<file path="src/hub_remap_pkg.sv">
// Register map and field layout of the pin polarity and port remap bank
package hub_remap_pkg;

    // Register indices; byte address is four times the index
    localparam logic [9:0] IDX_SWAP      = 10'h0FA;
    localparam logic [9:0] IDX_REMAP12   = 10'h0FB;
    localparam logic [9:0] IDX_CTRL      = 10'h0FC;
    localparam logic [9:0] IDX_STATUS    = 10'h0FD;

    // APB address width and word alignment
    localparam int unsigned ADDR_W       = 12;
    localparam logic [1:0]  ALIGN_OK     = 2'h0;

    // Values after reset
    localparam logic [7:0]  SWAP_RESET   = 8'h00;
    localparam logic [7:0]  REMAP_RESET  = 8'h00;
    localparam logic        ENABLE_RESET = 1'b0;

    // Swap register: bit 0 upstream, bit n downstream port n
    localparam int unsigned SWAP_UP_BIT  = 0;

    // Remap register fields
    localparam int unsigned FIELD_W      = 4;
    localparam int unsigned P1_LSB       = 0;
    localparam int unsigned P2_LSB       = 4;
    localparam logic [3:0]  LOG_DISABLED = 4'h0;
    localparam int unsigned RESERVED_BIT = 3;

    // Control register: remap mode enable
    localparam int unsigned CTRL_EN_BIT  = 0;

    // Status register layout
    localparam int unsigned ST_LOG1_LSB  = 0;
    localparam int unsigned ST_LOG2_LSB  = 4;
    localparam int unsigned ST_PEN_LSB   = 8;
    localparam int unsigned ST_CNT_LSB   = 16;

endpackage

</file>
<file path="src/pin_pair_swap.sv">
`timescale 1ns/100ps
`default_nettype none

// Steers one plus/minus pin pair; purely combinational so USB
// signalling picks up no clock latency through the swap
module pin_pair_swap (
    input  wire logic swap,
    input  wire logic core_plus_tx,
    input  wire logic core_minus_tx,
    input  wire logic core_tx_oe,
    output logic      core_plus_rx,
    output logic      core_minus_rx,
    input  wire logic usb_plus_pin_i,
    output logic      usb_plus_pin_o,
    output logic      usb_plus_pin_oe,
    input  wire logic usb_minus_pin_i,
    output logic      usb_minus_pin_o,
    output logic      usb_minus_pin_oe
);

    // Transmit side: straight or crossed
    always_comb begin
        if (swap) begin
            usb_plus_pin_o  = core_minus_tx;
            usb_minus_pin_o = core_plus_tx;
        end else begin
            usb_plus_pin_o  = core_plus_tx;
            usb_minus_pin_o = core_minus_tx;
        end
        usb_plus_pin_oe  = core_tx_oe;
        usb_minus_pin_oe = core_tx_oe;
    end

    // Receive side mirrors the transmit crossing
    always_comb begin
        if (swap) begin
            core_plus_rx  = usb_minus_pin_i;
            core_minus_rx = usb_plus_pin_i;
        end else begin
            core_plus_rx  = usb_plus_pin_i;
            core_minus_rx = usb_minus_pin_i;
        end
    end

endmodule

`default_nettype wire

</file>
<file path="src/hub_port_swap_remap_config.sv">
`timescale 1ns/100ps
`default_nettype none

module hub_port_swap_remap_config #(
    parameter int unsigned NUM_DS = 7
) (
    input  wire logic                                 pclk,
    input  wire logic                                 presetn,
    input  wire logic                                 psel,
    input  wire logic                                 penable,
    input  wire logic                                 pwrite,
    input  wire logic [hub_remap_pkg::ADDR_W-1:0]     paddr,
    input  wire logic [31:0]                          pwdata,
    input  wire logic [3:0]                           pstrb,
    output logic      [31:0]                          prdata,
    output logic                                      pready,
    output logic                                      pslverr,
    input  wire logic                                 remap_mode_enable,
    input  wire logic [NUM_DS:0]                      core_plus_tx,
    input  wire logic [NUM_DS:0]                      core_minus_tx,
    input  wire logic [NUM_DS:0]                      core_tx_oe,
    output logic      [NUM_DS:0]                      core_plus_rx,
    output logic      [NUM_DS:0]                      core_minus_rx,
    input  wire logic [NUM_DS:0]                      usb_plus_pin_i,
    output logic      [NUM_DS:0]                      usb_plus_pin_o,
    output logic      [NUM_DS:0]                      usb_plus_pin_oe,
    input  wire logic [NUM_DS:0]                      usb_minus_pin_i,
    output logic      [NUM_DS:0]                      usb_minus_pin_o,
    output logic      [NUM_DS:0]                      usb_minus_pin_oe,
    output logic      [NUM_DS:1][3:0]                 logical_port_num,
    output logic      [NUM_DS:1]                      port_enabled,
    output logic      [3:0]                           reported_port_count,
    output logic      [7:0]                           pin_polarity_swap_bits,
    output logic      [7:0]                           remap_field_ports_one_two
);

    // Whole register state of the block
    typedef struct packed {
        logic [7:0]            swap;
        logic [7:0]            remap;
        logic                  en_sw;
        logic [31:0]           rdata;
        logic [NUM_DS:1][3:0]  logical;
        logic [NUM_DS:1]       pen;
        logic [3:0]            count;
    } state_s;

    state_s      s_q;
    state_s      s_d;
    logic        setup_ph;
    logic        access_ph;
    logic [9:0]  idx;
    logic        mapped;
    logic        wr_en;
    logic        remap_on;

    // Reserved codes fall back to the disabled code
    function automatic logic [3:0] decode_field(input logic [3:0] f);
        if (f[hub_remap_pkg::RESERVED_BIT]) begin
            decode_field = hub_remap_pkg::LOG_DISABLED;
        end else begin
            decode_field = f;
        end
    endfunction

    // APB phase and address decode; misaligned words count as unmapped
    assign setup_ph  = psel & ~penable;
    assign access_ph = psel & penable;
    assign idx       = paddr[hub_remap_pkg::ADDR_W-1:2];
    assign mapped    = (paddr[1:0] == hub_remap_pkg::ALIGN_OK) &&
                       ((idx == hub_remap_pkg::IDX_SWAP)   ||
                        (idx == hub_remap_pkg::IDX_REMAP12) ||
                        (idx == hub_remap_pkg::IDX_CTRL)   ||
                        (idx == hub_remap_pkg::IDX_STATUS));
    assign wr_en     = access_ph & pwrite & mapped & pstrb[0];

    // Either the pin-level enable or the software copy turns remapping on
    assign remap_on  = remap_mode_enable | s_q.en_sw;

    // Next-state logic for the whole bank
    always_comb begin
        logic [3:0] cnt;
        cnt = 4'h0;
        s_d = s_q;

        // Read data is captured in setup so it leaves a flop in access
        if (setup_ph && !pwrite) begin
            s_d.rdata = 32'h0000_0000;
            if (paddr[1:0] == hub_remap_pkg::ALIGN_OK) begin
                case (idx)
                    hub_remap_pkg::IDX_SWAP:    s_d.rdata[7:0] = s_q.swap;
                    hub_remap_pkg::IDX_REMAP12: s_d.rdata[7:0] = s_q.remap;
                    hub_remap_pkg::IDX_CTRL:    s_d.rdata[hub_remap_pkg::CTRL_EN_BIT] = s_q.en_sw;
                    hub_remap_pkg::IDX_STATUS: begin
                        s_d.rdata[hub_remap_pkg::ST_LOG1_LSB +: 4]      = s_q.logical[1];
                        s_d.rdata[hub_remap_pkg::ST_LOG2_LSB +: 4]      = s_q.logical[2];
                        s_d.rdata[hub_remap_pkg::ST_PEN_LSB +: NUM_DS]  = s_q.pen;
                        s_d.rdata[hub_remap_pkg::ST_CNT_LSB +: 4]       = s_q.count;
                    end
                    default:                    s_d.rdata = 32'h0000_0000;
                endcase
            end
        end

        // Writes land only on the access edge; only byte lane 0 is wired
        if (wr_en) begin
            case (idx)
                hub_remap_pkg::IDX_SWAP:    s_d.swap  = pwdata[7:0];
                hub_remap_pkg::IDX_REMAP12: s_d.remap = pwdata[7:0];
                hub_remap_pkg::IDX_CTRL:    s_d.en_sw = pwdata[hub_remap_pkg::CTRL_EN_BIT];
                default:                    s_d.en_sw = s_q.en_sw;
            endcase
        end

        // Physical to logical numbering, one cycle behind the registers
        for (int p = 1; p <= int'(NUM_DS); p++) begin
            s_d.logical[p] = 4'(p);
            if (remap_on && p == 1) begin
                s_d.logical[p] = decode_field(s_q.remap[hub_remap_pkg::P1_LSB +: hub_remap_pkg::FIELD_W]);
            end
            if (remap_on && p == 2) begin
                s_d.logical[p] = decode_field(s_q.remap[hub_remap_pkg::P2_LSB +: hub_remap_pkg::FIELD_W]);
            end
            s_d.pen[p] = (s_d.logical[p] != hub_remap_pkg::LOG_DISABLED);
            cnt = cnt + 4'(s_d.pen[p]);
        end

        // Only the count goes to enumeration; the host picks the numbers
        s_d.count = cnt;
    end

    // State register
    always_ff @(posedge pclk or negedge presetn) begin
        if (!presetn) begin
            s_q.swap    <= hub_remap_pkg::SWAP_RESET;
            s_q.remap   <= hub_remap_pkg::REMAP_RESET;
            s_q.en_sw   <= hub_remap_pkg::ENABLE_RESET;
            s_q.rdata   <= 32'h0000_0000;
            s_q.logical <= '0;
            s_q.pen     <= '0;
            s_q.count   <= 4'h0;
        end else begin
            s_q <= s_d;
        end
    end

    // Zero-wait slave; unmapped or misaligned access is flagged
    assign pready  = 1'b1;
    assign pslverr = access_ph & ~mapped;
    assign prdata  = s_q.rdata;

    assign logical_port_num          = s_q.logical;
    assign port_enabled              = s_q.pen;
    assign reported_port_count       = s_q.count;
    assign pin_polarity_swap_bits    = s_q.swap;
    assign remap_field_ports_one_two = s_q.remap;

    // One swapper per pin pair; index 0 is the upstream port
    for (genvar g = 0; g <= int'(NUM_DS); g++) begin : g_pair
        pin_pair_swap u_pair (
            .swap             (s_q.swap[g]),
            .core_plus_tx     (core_plus_tx[g]),
            .core_minus_tx    (core_minus_tx[g]),
            .core_tx_oe       (core_tx_oe[g]),
            .core_plus_rx     (core_plus_rx[g]),
            .core_minus_rx    (core_minus_rx[g]),
            .usb_plus_pin_i   (usb_plus_pin_i[g]),
            .usb_plus_pin_o   (usb_plus_pin_o[g]),
            .usb_plus_pin_oe  (usb_plus_pin_oe[g]),
            .usb_minus_pin_i  (usb_minus_pin_i[g]),
            .usb_minus_pin_o  (usb_minus_pin_o[g]),
            .usb_minus_pin_oe (usb_minus_pin_oe[g])
        );
    end
endmodule

`default_nettype wire

</file>
<file path="config.mk">
export PLATFORM = sky130hd
export DESIGN_NAME = hub_port_swap_remap_config
export DESIGN_NICKNAME = d
export VERILOG_FILES = /design/src/hub_remap_pkg.sv /design/src/pin_pair_swap.sv /design/src/hub_port_swap_remap_config.sv
export SDC_FILE = /design/constraint.sdc
export NUM_CORES = 1
export LEC_CHECK = 0
export BUFFER_PORTS_ARGS = -buffer_cell sky130_fd_sc_hd__buf_2
export CAP_MARGIN = 20
export CORE_MARGIN = 4
export CORE_UTILIZATION = 46
export CTS_BUF_LIST = sky130_fd_sc_hd__clkbuf_2
export DETAILED_ROUTE_END_ITERATION = 6
export PLACE_DENSITY_LB_ADDON = 0.12
export SETUP_SLACK_MARGIN = 0.3
export SYNTH_ARGS = -nofsm -noshare
export SYNTH_HDL_FRONTEND = slang
export SYNTH_SLANG_ARGS = --single-unit
</file>
<file path="constraint.sdc">
create_clock -name pclk -period 2.8 [get_ports pclk]
set_input_delay 0.84 -clock pclk [delete_from_list [all_inputs] [get_ports pclk]]
set_output_delay 0.84 -clock pclk [all_outputs]
set_load 0.005 [all_outputs]
</file>
Yosys cells after proc, flatten, opt, wreduce, memory -nomap -nowiden:

Cells that the tools add are included.

* register bits after elaboration: 67
* logic and storage cells: 83
* bits of input ports: 94

* multiplexer cells: 41
* $add $sub $neg: 6
* equal/unequal tests: 4
* reduce and logical (&&, ||, !) cells: 12
* bitwise operators: 9

Operator list (number)
* equality test 10 x 8 -> 1 bit, second input constant: 4
* 2-to-1 mux 1 bit: 32
* case mux 7 bit (3 select lines): 1
* 2-to-1 mux 20 bit: 1
* adder 4 x 1 -> 4 bit, second input constant: 3
* 2-to-1 mux 3 bit: 4
* nonzero test 4 bit: 2
* 2-to-1 mux 7 bit: 1
* AND 1 bit: 6
* AND reduction 2 bit: 3
* adder 3 x 1 -> 4 bit, second input constant: 1
* 2-to-1 mux 4 bit: 1
* case mux 1 bit (4 select lines): 1
* adder 2 x 1 -> 3 bit, second input constant: 1
* logical OR 1 bit: 3
* adder 1 x 1 -> 2 bit: 1
* logical AND 1 bit: 2
* zero test 2 bit: 1
* inverter 1 bit: 2
* zero test 1 bit: 1
* OR 1 bit: 1

Longest topological paths before layout:

Gate-level depths: netlist of the first run.

* word-level depth: 9
* depth in mapped cells: 6
* depth with buffers taken out: 6

Cells and area by module:

A second synthesis of the first run with hierarchy kept.

* cell total of the unflattened synthesis: 287
* area, all modules: 2905.3 µm²

By module, submodules not included
* hub_port_swap_remap_config: sequential area each 1026.0 µm², times used 1, area an instance 2424.8 µm², cells an instance 239
* pin_pair_swap: sequential area each 0.0 µm², times used 8, area an instance 60.1 µm², cells an instance 6

Worst setup path before layout of the first run:

No wires, ideal clock.

* path type: input to output
* start: input paddr[4] in the netlist's numbering
* end: output pslverr
* required time: 1.960 ns
* stages: 4
* path slack: 0.444 ns
* data arrival time: 1.516 ns
* path through: and2b_2 > o21ai_4 > nor2_1 > a21oi_1

* longest elaborated chain between the ends: 7
* elaborated cells between the ends (all ways): 10
* those cells by class: 4 x eq/ne; 2 x bitwise; 4 x reduce/logical

RTL lines
* start: declaration: RTL line hub_port_swap_remap_config.sv:12 `input wire logic [hub_remap_pkg::ADDR_W-1:0] paddr,`
* equality test 10 x 8 -> 1 bit (on tied branches): RTL line hub_port_swap_remap_config.sv:71, hub_port_swap_remap_config.sv:72
* logical OR 1 bit: RTL line hub_port_swap_remap_config.sv:71 `((idx == hub_remap_pkg::IDX_SWAP) ||`
* logical OR 1 bit: RTL line hub_port_swap_remap_config.sv:72 `(idx == hub_remap_pkg::IDX_REMAP12) ||`
* logical OR 1 bit (*): RTL line hub_port_swap_remap_config.sv:73 `(idx == hub_remap_pkg::IDX_CTRL) ||`
* logical AND 1 bit (*): RTL line hub_port_swap_remap_config.sv:70 `assign mapped = (paddr[1:0] == hub_remap_pkg::ALIGN_OK) &&`
* inverter 1 bit (*): RTL line hub_port_swap_remap_config.sv:149 `assign pslverr = access_ph & ~mapped;`
* AND 1 bit (*): RTL line hub_port_swap_remap_config.sv:149
* end: declaration: RTL line hub_port_swap_remap_config.sv:17 `output logic pslverr,`

Every way passes the cells marked *; elsewhere a longest branch is shown, timed or not.

Worst setup path in the final report of the first run:

Same ends and word-level chain as after synthesis.

==> results of run 1 <==
==> cells in the mapped netlist, drive strengths merged (2+ instances only) <==
| cell type | instances |
|---|---|
| buf | 137 |
| mux2 | 50 |
| dfrtp | 41 |
| nor2 | 13 |
| nand2 | 12 |
| inv | 10 |
| nand3 | 6 |
| a211o | 5 |
| a22o | 5 |
| a22oi | 5 |
| nor2b | 5 |
| a21oi | 4 |
| and3 | 3 |
| mux2i | 3 |
| nor3b | 3 |
| o31ai | 3 |
| and2b | 2 |
| conb | 2 |
| nor4 | 2 |
==> per-layer routing <==
metal | wire [um] | track usage, % | vias to the layer above | part of all wire (%)
li1 | - | - | 1014 | -
met1 | 2720 | 18.0 | 961 | 41
met2 | 3100 | 25.7 | 115 | 47
met3 | 681 | 4.89 | 7 | 10
met4 | 61 | 4.15 | 0 | 0.93
met5 | 0 | 0 | - | 0
==> sequential cells by signal, indices dropped and copies added, names as in the netlist <==
| name | cells |
|---|---|
| prdata | 13 |
| pin_polarity_swap_bits | 8 |
| port_enabled | 2 |
| remap_field_ports_one_two | 8 |
| logical_port_num | 6 |
| reported_port_count | 3 |
| s_q | 1 |
==> path summary, 6_finish.rpt <==
check / from / endpoint / slack, ns / cells past startpoint
setup reg to reg: s_q[71] / reported_port_count[0] / 1.36 / 6
min in group pclk: prdata[3] / prdata[3] / 0.50 / 2
max in group asynchronous: presetn / remap_field_ports_one_two[4] / 1.79 / 2
setup / recovery: paddr[4] / pslverr / 0.34 / 6
hold / removal: presetn / prdata[0] / 0.32 / 1
hold reg to reg: prdata[3] / prdata[3] / 0.50 / 2
==> kinds of logic (layout without fill, tap and decap cells) <==
family / count (synthesis) / in the layout / share of synthesized area (%)
AOI/OAI and AO/OA: 23 / 23 / 5.72
and+or+nand+nor: 52 / 52 / 10.0
other: 2 / 29 / 0.234
adders and majority gates: 1 / 1 / 0.389
muxes: 53 / 53 / 18.5
buffers and inverters: 148 / 173 / 33.3
DFF: 41 / 41 / 31.9
==> worst max-delay path: cells and delay by family <==
kind / cells / cell delay, ns
compound gates: 2 / 0.28
buf+inv: 2 / 0.20
simple gates: 2 / 0.30
==> repair_timing <==
item	CTS	global route
setup buffers	2	0
pin swaps	2	3
gates resized for setup	0	7
setup endpoints to repair	1	1
==> stage by stage <==
step / hold slack [ns] / setup WS (ns) / power, mW
finish: 0.317 / 0.335 / 1.03
global route: 0.313 / 0.277 / 1.09
CTS: 0.318 / 0.301 / 1.04
detailed placement: 0.465 / 0.141 / 0.789
global placement: 0.464 / 0.181 / 0.786
floorplan: 0.450 / 0.444 / 0.783
==> report_power, final <==
group / switching (mW) / total (mW) / internal [mW]
clock network: 0.187 / 0.245 / 0.0584
registers: 0.00521 / 0.604 / 0.599
logic: 0.0884 / 0.178 / 0.0900
total: 0.281 / 1.03 / 0.747
==> cell type report <==
| type | count | area share (%) |
|---|---|---|
| multi-input combinational | 158 | 37.7 |
| sequential | 41 | 31.5 |
| timing repair buffer | 156 | 24.9 |
| tap | 96 | 3.69 |
| inverter | 10 | 1.15 |
| clock buffer | 6 | 0.923 |
| clock inverter | 1 | 0.115 |
==> summary.md, run 1 <==
| Metric | Value |
|---|---|
| Filler cell count | `approximately 680` |
| Clock sink count | `41` |
| Final #Nets | `around 470` |
| FFs w/ async S/R, synth | `100%` |
| Area growth syn-to-layout | `1.21%` |
| Critical-path cell list | `buf_8 -> and2b_2 -> o21ai_4 -> nor2_2 -> a21oi_2 -> buf_2` |
| RSZ-0062 raised after global routing | `yes` |
| Endpoints failing hold | `0` |
| Warnings, synthesis | `0` |
| Synth area leaders | `buf_4, dfrtp_1, mux2_2, nand2_1, nor2_1` |
| Inserted Clock Buffers | `5` |
| CTS tree | `built` |
| Vias per cell | `between 4 and 5` |
| Final WL | `around 6600 um` |
| Multi-input logic area | `between 1000 and 1500 um2` |
| H-Tree Depth | `2` |
| Initial DRT Pass Iterations | `4` |
| DP HPWL | `around 5200 um` |
| Width of the die | `around 92 um` |
| FF+latch count, synth | `41` |
| Hold Buf Count CTS | `0` |
| Worst skew pair latency | `0.40 ns` |
| Total negative slack | `0 ns` |
| # DRC | `0` |
| Row count | `30` |
| Top cell type's share of synthesized area | `32.0%` |
| Period Utilization, post-route | `88.0%` |
| Worst vdd ir | `around 0.13 mV` |
| Global-route wire length before repair | `around 10000 um` |
| CTS root buf | `clkbuf_2` |
| Most used flip-flop cell after synthesis | `dfrtp_1` |
| Initial drt markers | `54` |
| Nature of the critical path startpoint | `primary input` |
| CP endpoint kind | `primary output` |
| # diodes | `0` |
| # setup viols final | `0` |
| CP Max Fanout | `5` |
| Setup CP Type | `primary input to primary output` |
| Min-Delay Path Class | `primary input to async pin` |
| Placed inst area | `approximately 3200 um2` |
| Max stage delay on crit path | `0.24 ns` |
| Worst slew margin | `43.9%` |
| Via count | `between 2k and 2.5k` |
| Slowest cell on crit path | `and2b_2` |
| Least-Margin Pin Slew | `0.839 ns` |
| Post-synth cell types | `31` |
| CTS clk-pin slew, worst paths | `0.22 ns` |
| Synthesized netlist cell count | `320` |
| Maximum number of pins on one net before global-route repair | `25` |
| Total GRT Usage | `approximately 15%` |
| Design Area, Final | `3250 um2` |
| Post-synthesis sequential area ratio | `31.9%` |
| I/O pins | `between 200 and 250` |
| Fin util | `between 40% and 50%` |
| Core box area | `about 6800 um2` |
| Finished Layout Cells | `468` |
| DIE HEIGHT | `roughly 90 um` |
| Outcome | `finished clean` |
| Starting Density | `47.3%` |
| Die area | `between 8000 and 9000 um2` |
| Max-cap violations | `0` |
| Port bufs | `~150` |
| Pwr per Cell Area | `316 nW/um2` |
| Initial antenna violation count | `0` |
| Register area | `roughly 1000 um2` |
| Most frequent cells in the layout | `buf_2, mux2_2, dfrtp_1` |
| Max-slew violations | `0` |
| Max Freq | `approximately 0.41 GHz` |
| Placed insts | `approximately 460` |
| Clock skew | `between 0.02 and 0.03 ns` |
| Leakage | `roughly 1.9 nW` |
| Grt ovf | `0` |
| Yosys top cell by area | `buf_4` |
| Drt wl/cell | `about 14 um` |
| Share of layout cells above drive strength 1 | `between 50% and 60%` |
| Synthesized area | `~3200 um2` |
| Routability cong. | `~0.76` |
| Post-synth EDFFs | `0` |
| Syn Area/Cell | `~10 um2` |
| Crit path DAT | `~1.6 ns` |
| Number of global-route vias before repair | `between 2k and 2.5k` |
| Post-DRT Antenna Nets | `0` |
| Clock Tree Buf Depth | `2` |
| Tmin final | `2.46 ns` |
| Most common cell after layout, fill and taps aside | `buf_2` |
| WP data required | `slightly below 2 ns` |
Power figures use the tool's default switching activity.
==> run 2: changes to the inputs <==
CORE_AREA = 2 2 90 92   (was default)
CORE_MARGIN = default   (was 4)
CORE_UTILIZATION = default   (was 46)
DIE_AREA = 0 0 92 94   (was default)
==> summary.md, run 2 (synthesized netlist as in run 1, its figures left out) <==
| Metric | Value |
|---|---|
| Outcome | `finished clean` |
| Global-route wire length before repair | `10000 um` |
| Setup CP Type | `primary input to primary output` |
| FF-to-FF setup slack | `between 1 and 1.5 ns` |
| Initial drt markers | `44` |
| Crit path DAT | `1.61 ns` |
| # diodes | `0` |
| Nature of the critical path startpoint | `primary input` |
| Clock sink count | `slightly above 40` |
| # setup viols final | `0` |
| Drt wl/cell | `~13 um` |
| Leakage | `about 1.9 nW` |
| Tmin final | `around 2.5 ns` |
| Final WL | `around 6400 um` |
| CTS tree | `built` |
| Vias per cell | `4.46` |
| Max-cap violations | `0` |
| Width of the die | `~90 um` |
| Via count | `about 2.1k` |
| Total GRT Usage | `14.9%` |
| WP data required | `1.96 ns` |
| Most common cell after layout, fill and taps aside | `buf_2` |
| Max-slew violations | `0` |
| Share of layout cells above drive strength 1 | `slightly above 60%` |
| CTS clk-pin slew, worst paths | `about 0.23 ns` |
| # DRC | `0` |
| DIE HEIGHT | `94 um` |
| DP HPWL | `5060 um` |
| CTS root buf | `clkbuf_2` |
| Hold Buf Count CTS | `0` |
| Clock skew | `0.0170 ns` |
| I/O pins | `231` |
| Filler cell count | `approximately 770` |
| Maximum number of pins on one net before global-route repair | `42` |
| Area growth syn-to-layout | `4.36%` |
| Core box area | `7610 um2` |
| Final #Nets | `471` |
| Period Utilization, post-route | `between 80% and 90%` |
| Max Freq | `approximately 0.4 GHz` |
| Die area | `around 8600 um2` |
| Inserted Clock Buffers | `5` |
| Design Power | `between 1 and 1.5 mW` |
| Grt ovf | `0` |
| Port bufs | `151` |
| Least-Margin Pin Slew | `roughly 0.62 ns` |
| FF-to-FF Start | `s_q[71]` |
| Routability cong. | `around 0.75` |
| Initial DRT Pass Iterations | `4` |
| Most frequent cells in the layout | `buf_2, mux2_2, dfrtp_1` |
| Reg power frac | `roughly half` |
| Flip-flop count of the largest register after layout | `13` |
| CP Max Fanout | `5` |
| H-Tree Depth | `2` |
| RSZ-0062 raised after global routing | `yes` |
| Starting Density | `around 42%` |
| Worst slew margin | `between 50% and 60%` |
| Clock power share | `36.3%` |
| Worst vdd ir | `roughly 0.21 mV` |
| Total negative slack | `0 ns` |
| Post-DRT Antenna Nets | `0` |
| Pwr per Cell Area | `367 nW/um2` |
| Net Switching | `297 uW` |
| Initial antenna violation count | `0` |
| Clock Tree Buf Depth | `2` |
| CP endpoint kind | `primary output` |
| Worst skew pair latency | `0.40 ns` |
| Endpoints failing hold | `0` |
| Internal power | `about 940 uW` |
| Min-Delay Path Class | `primary input to async pin` |
| Comb pwr share | `roughly 15%` |
| Number of global-route vias before repair | `~2k` |
| Switch share | `24.1%` |
| Crit path from | `paddr[3]` |
| Row count | `32` |
==> run 2: cell type report <==
cell class	instances	area [um2]	area share (%)
multi-input combinational	158	1230	36.6
sequential	41	1030	30.6
timing repair buffer	160	843	25.1
tap	102	128	3.80
clock inverter	3	68.8	2.05
inverter	10	37.5	1.12
clock buffer	5	25.0	0.746
==> run 2: timing repair <==
action | in CTS | in global routing
pin swaps | 3 | 3
setup endpoints to repair | 1 | 1
gates resized for setup | 4 | 4
buffers inserted | 1 | 3
==> run 2: critical path, cell delays in order <==
cell	delay (ns)
buf_8	0.10
and2b_2	0.21
o21ai_4	0.17
nor2_2	0.05
a21oi_2	0.13
buf_2	0.12
==> run 2: final timing paths <==
path	end	cells after the start
max in group asynchronous	prdata[3]	2
min reg2reg	prdata[7]	2
max reg2reg	reported_port_count[0]	6
min in group pclk	prdata[7]	2
max	pslverr	6
min	prdata[1]	2
==> run 2: layer usage <==
metal  wire (um)  track usage (%)  vias to the layer above
met4          76             3.86                        0
li1            -                -                     1024
met1        2700             19.3                      983
met5           0                0                        -
met2        3040             24.3                      119
met3         605             4.65                        9
==> run 2: metrics by stage <==
stage / hold slack, ns / setup slack [ns] / utilization [%] / std cells / cell area [um2]
floorplan: 0.450 / 0.444 / - / 347 / 3320
global placement: 0.458 / 0.180 / 42.1 / 467 / 3200
detailed placement: 0.472 / 0.143 / 42.1 / 467 / 3200
CTS: 0.445 / 0.302 / 43.6 / 476 / 3320
global route: 0.446 / 0.295 / 44.1 / 479 / 3350
finish: 0.463 / 0.346 / 44.1 / 479 / 3350
==> run 2: power groups by stage <==
stage | Sequential, mW | Combinational, mW | Clock, mW
floorplan | 0.614 | 0.169 | 0
global placement | 0.615 | 0.173 | 0
finish | 0.604 | 0.181 | 0.447
global route | 0.606 | 0.204 | 0.490
CTS | 0.605 | 0.179 | 0.461
detailed placement | 0.615 | 0.175 | 0
==> run 3: changes to the inputs <==
BUFFER_PORTS_ARGS = default   (was -buffer_cell sky130_fd_sc_hd__buf_2)
DONT_BUFFER_PORTS = 1   (was default)
==> summary.md, run 3 (synthesized netlist as in run 1, its figures left out) <==
| Metric | Value |
|---|---|
| Outcome | `finished clean` |
| Port bufs | `0` |
| Initial antenna violation count | `0` |
| CP Max Fanout | `5` |
| H-Tree Depth | `2` |
| CTS tree | `built` |
| I/O pins | `between 200 and 250` |
| Critical Path End | `pslverr` |
| FF-to-FF Start | `s_q[71]` |
| CTS root buf | `clkbuf_2` |
| # DRC | `0` |
| Inserted Clock Buffers | `5` |
| WP buf/inv | `0` |
| Vias per cell | `between 4 and 5` |
| Total GRT Usage | `13.2%` |
| Multi-input logic area | `about 1200 um2` |
| Crit-path leading delay family | `compound AO/OA/AOI/OAI gates` |
| DP HPWL | `around 4500 um` |
| R2R cell count | `6` |
| Crit path DAT | `1.53 ns` |
| Nature of the critical path startpoint | `primary input` |
| Clock sink count | `approximately 40` |
| Total negative slack | `0 ns` |
| Period Utilization, post-route | `around 84%` |
| CP endpoint kind | `primary output` |
| DIE HEIGHT | `about 94 um` |
| Crit path from | `paddr[3]` |
| Max-slew violations | `0` |
| Die area | `a little under 9000 um2` |
| Routability cong. | `about 0.72` |
| FF-to-FF setup slack | `1.30 ns` |
| Via count | `roughly 1.6k` |
| Register area | `just over 1000 um2` |
| Slowest cell on crit path | `and2b_2` |
| Maximum number of pins on one net before global-route repair | `42` |
| Post-cts sizing count | `0` |
| Max-cap violations | `0` |
| RSZ-0062 raised after global routing | `no` |
| Clock skew | `roughly 0.026 ns` |
| Min-Delay Path Class | `primary input to async pin` |
| # diodes | `0` |
| Max stage delay on crit path | `0.22 ns` |
| Worst vdd ir | `~0.17 mV` |
| Initial DRT Pass Iterations | `4` |
| Share of layout cells above drive strength 1 | `31.8%` |
| CTS clk-pin slew, worst paths | `0.23 ns` |
| Number of global-route vias before repair | `around 1.5k` |
| Top sig layer | `met4` |
| Setup CP Type | `primary input to primary output` |
| Final WL | `roughly 6000 um` |
| Most frequent cells in the layout | `mux2_2, dfrtp_1, conb_1` |
| Worst R2R End | `reported_port_count[0]` |
| Met2 routed WL | `2900 um` |
| Pwr per Cell Area | `roughly 380 nW/um2` |
| Grt ovf | `0` |
| Max Freq | `0.423 GHz` |
| Initial drt markers | `65` |
| Final #Nets | `317` |
| Met3 wire length | `699 um` |
| Critical-path cell list | `and2b_2 -> o21ai_4 -> nor2_1 -> a21oi_1` |
| Worst slew margin | `45.1%` |
| Tmin final | `2.37 ns` |
| Flip-flop count of the largest register after layout | `13` |
| Crit path depth | `4` |
| Global-route wire length before repair | `between 8000 and 9000 um` |
| M1 WL | `2240 um` |
| Clock Tree Buf Depth | `2` |
| Starting Density | `42.3%` |
| Leakage | `1.21 nW` |
| Core box area | `7610 um2` |
| Width of the die | `92 um` |
| Filler cell count | `around 810` |
| Post-DRT Antenna Nets | `0` |
| Most common cell after layout, fill and taps aside | `mux2_2` |
| Row count | `32` |
| Design Power | `about 950 uW` |
| Least-Margin Pin Slew | `about 0.8 ns` |
| Hold Buf Count CTS | `0` |
| Drt wl/cell | `~18 um` |
| Worst skew pair latency | `about 0.41 ns` |
| Area growth syn-to-layout | `-22.3%` |
| WP data required | `a little under 2 ns` |
| # setup viols final | `0` |
| Endpoints failing hold | `0` |
[run 3: changes by cell type in the layout (fill, tap and decap cells not counted), moves of 2 or more]
cell	before	now
buf_8	2	0
buf_4	9	6
bufinv_16	2	0
buf_2	149	0
[run 3: per-stage QoR]
stage / hold WS [ns] / worst slack (ns) / instance area [um2] / std cells / utilization (%)
after floorplan: 0.450 / 0.444 / 3320 / 347 / -
after global placement: 0.511 / 0.342 / 2440 / 315 / 32.1
after detailed placement: 0.522 / 0.354 / 2440 / 315 / 32.1
after CTS: 0.0436 / 0.345 / 2480 / 323 / 32.6
after global routing: 0.00151 / 0.382 / 2500 / 325 / 32.8
final: 0.0757 / 0.435 / 2500 / 325 / 32.8
[run 3: worst min-delay path by stage]
stage / end
finish: s_q[71]
global route: s_q[71]
CTS: s_q[71]
detailed placement: prdata[3]
global placement: prdata[0]
floorplan: prdata[0]
[run 3: worst register-to-register path, delay by kind of cell (launching register included)]
kind	cells	cell delay (ns)
buffers and inverters	1	0.06
AND/OR/NAND/NOR	4	0.70
adder cells (fa/ha/maj)	1	0.23
flip-flops	1	0.45
[run 3: final cells by class]
cell class	instances	area share (%)
Multi-Input combinational cell	158	48.8
Sequential cell	41	41.1
Tap cell	102	5.11
Timing Repair Buffer	6	1.80
Inverter	10	1.50
Clock buffer	5	1.00
Clock inverter	3	0.701
[run 3: what timing repair did]
| action | CTS | global route |
|---|---|---|
| buffers inserted | 0 | 2 |
| hold endpoints to repair | 0 | 0 |
| setup endpoints to repair | 0 | 1 |
[run 3: per-layer routing]
layer	vias to the layer above	global-route usage (%)
li1	714	-
met1	772	16.1
met2	112	21.6
met3	7	5.62
met4	0	3.48
met5	-	0
[run 3: where the power goes]
part / switching (mW) / internal (mW)
Combinational: 0.0400 / 0.0333
Clock: 0.206 / 0.0591
Sequential: 0.0109 / 0.599
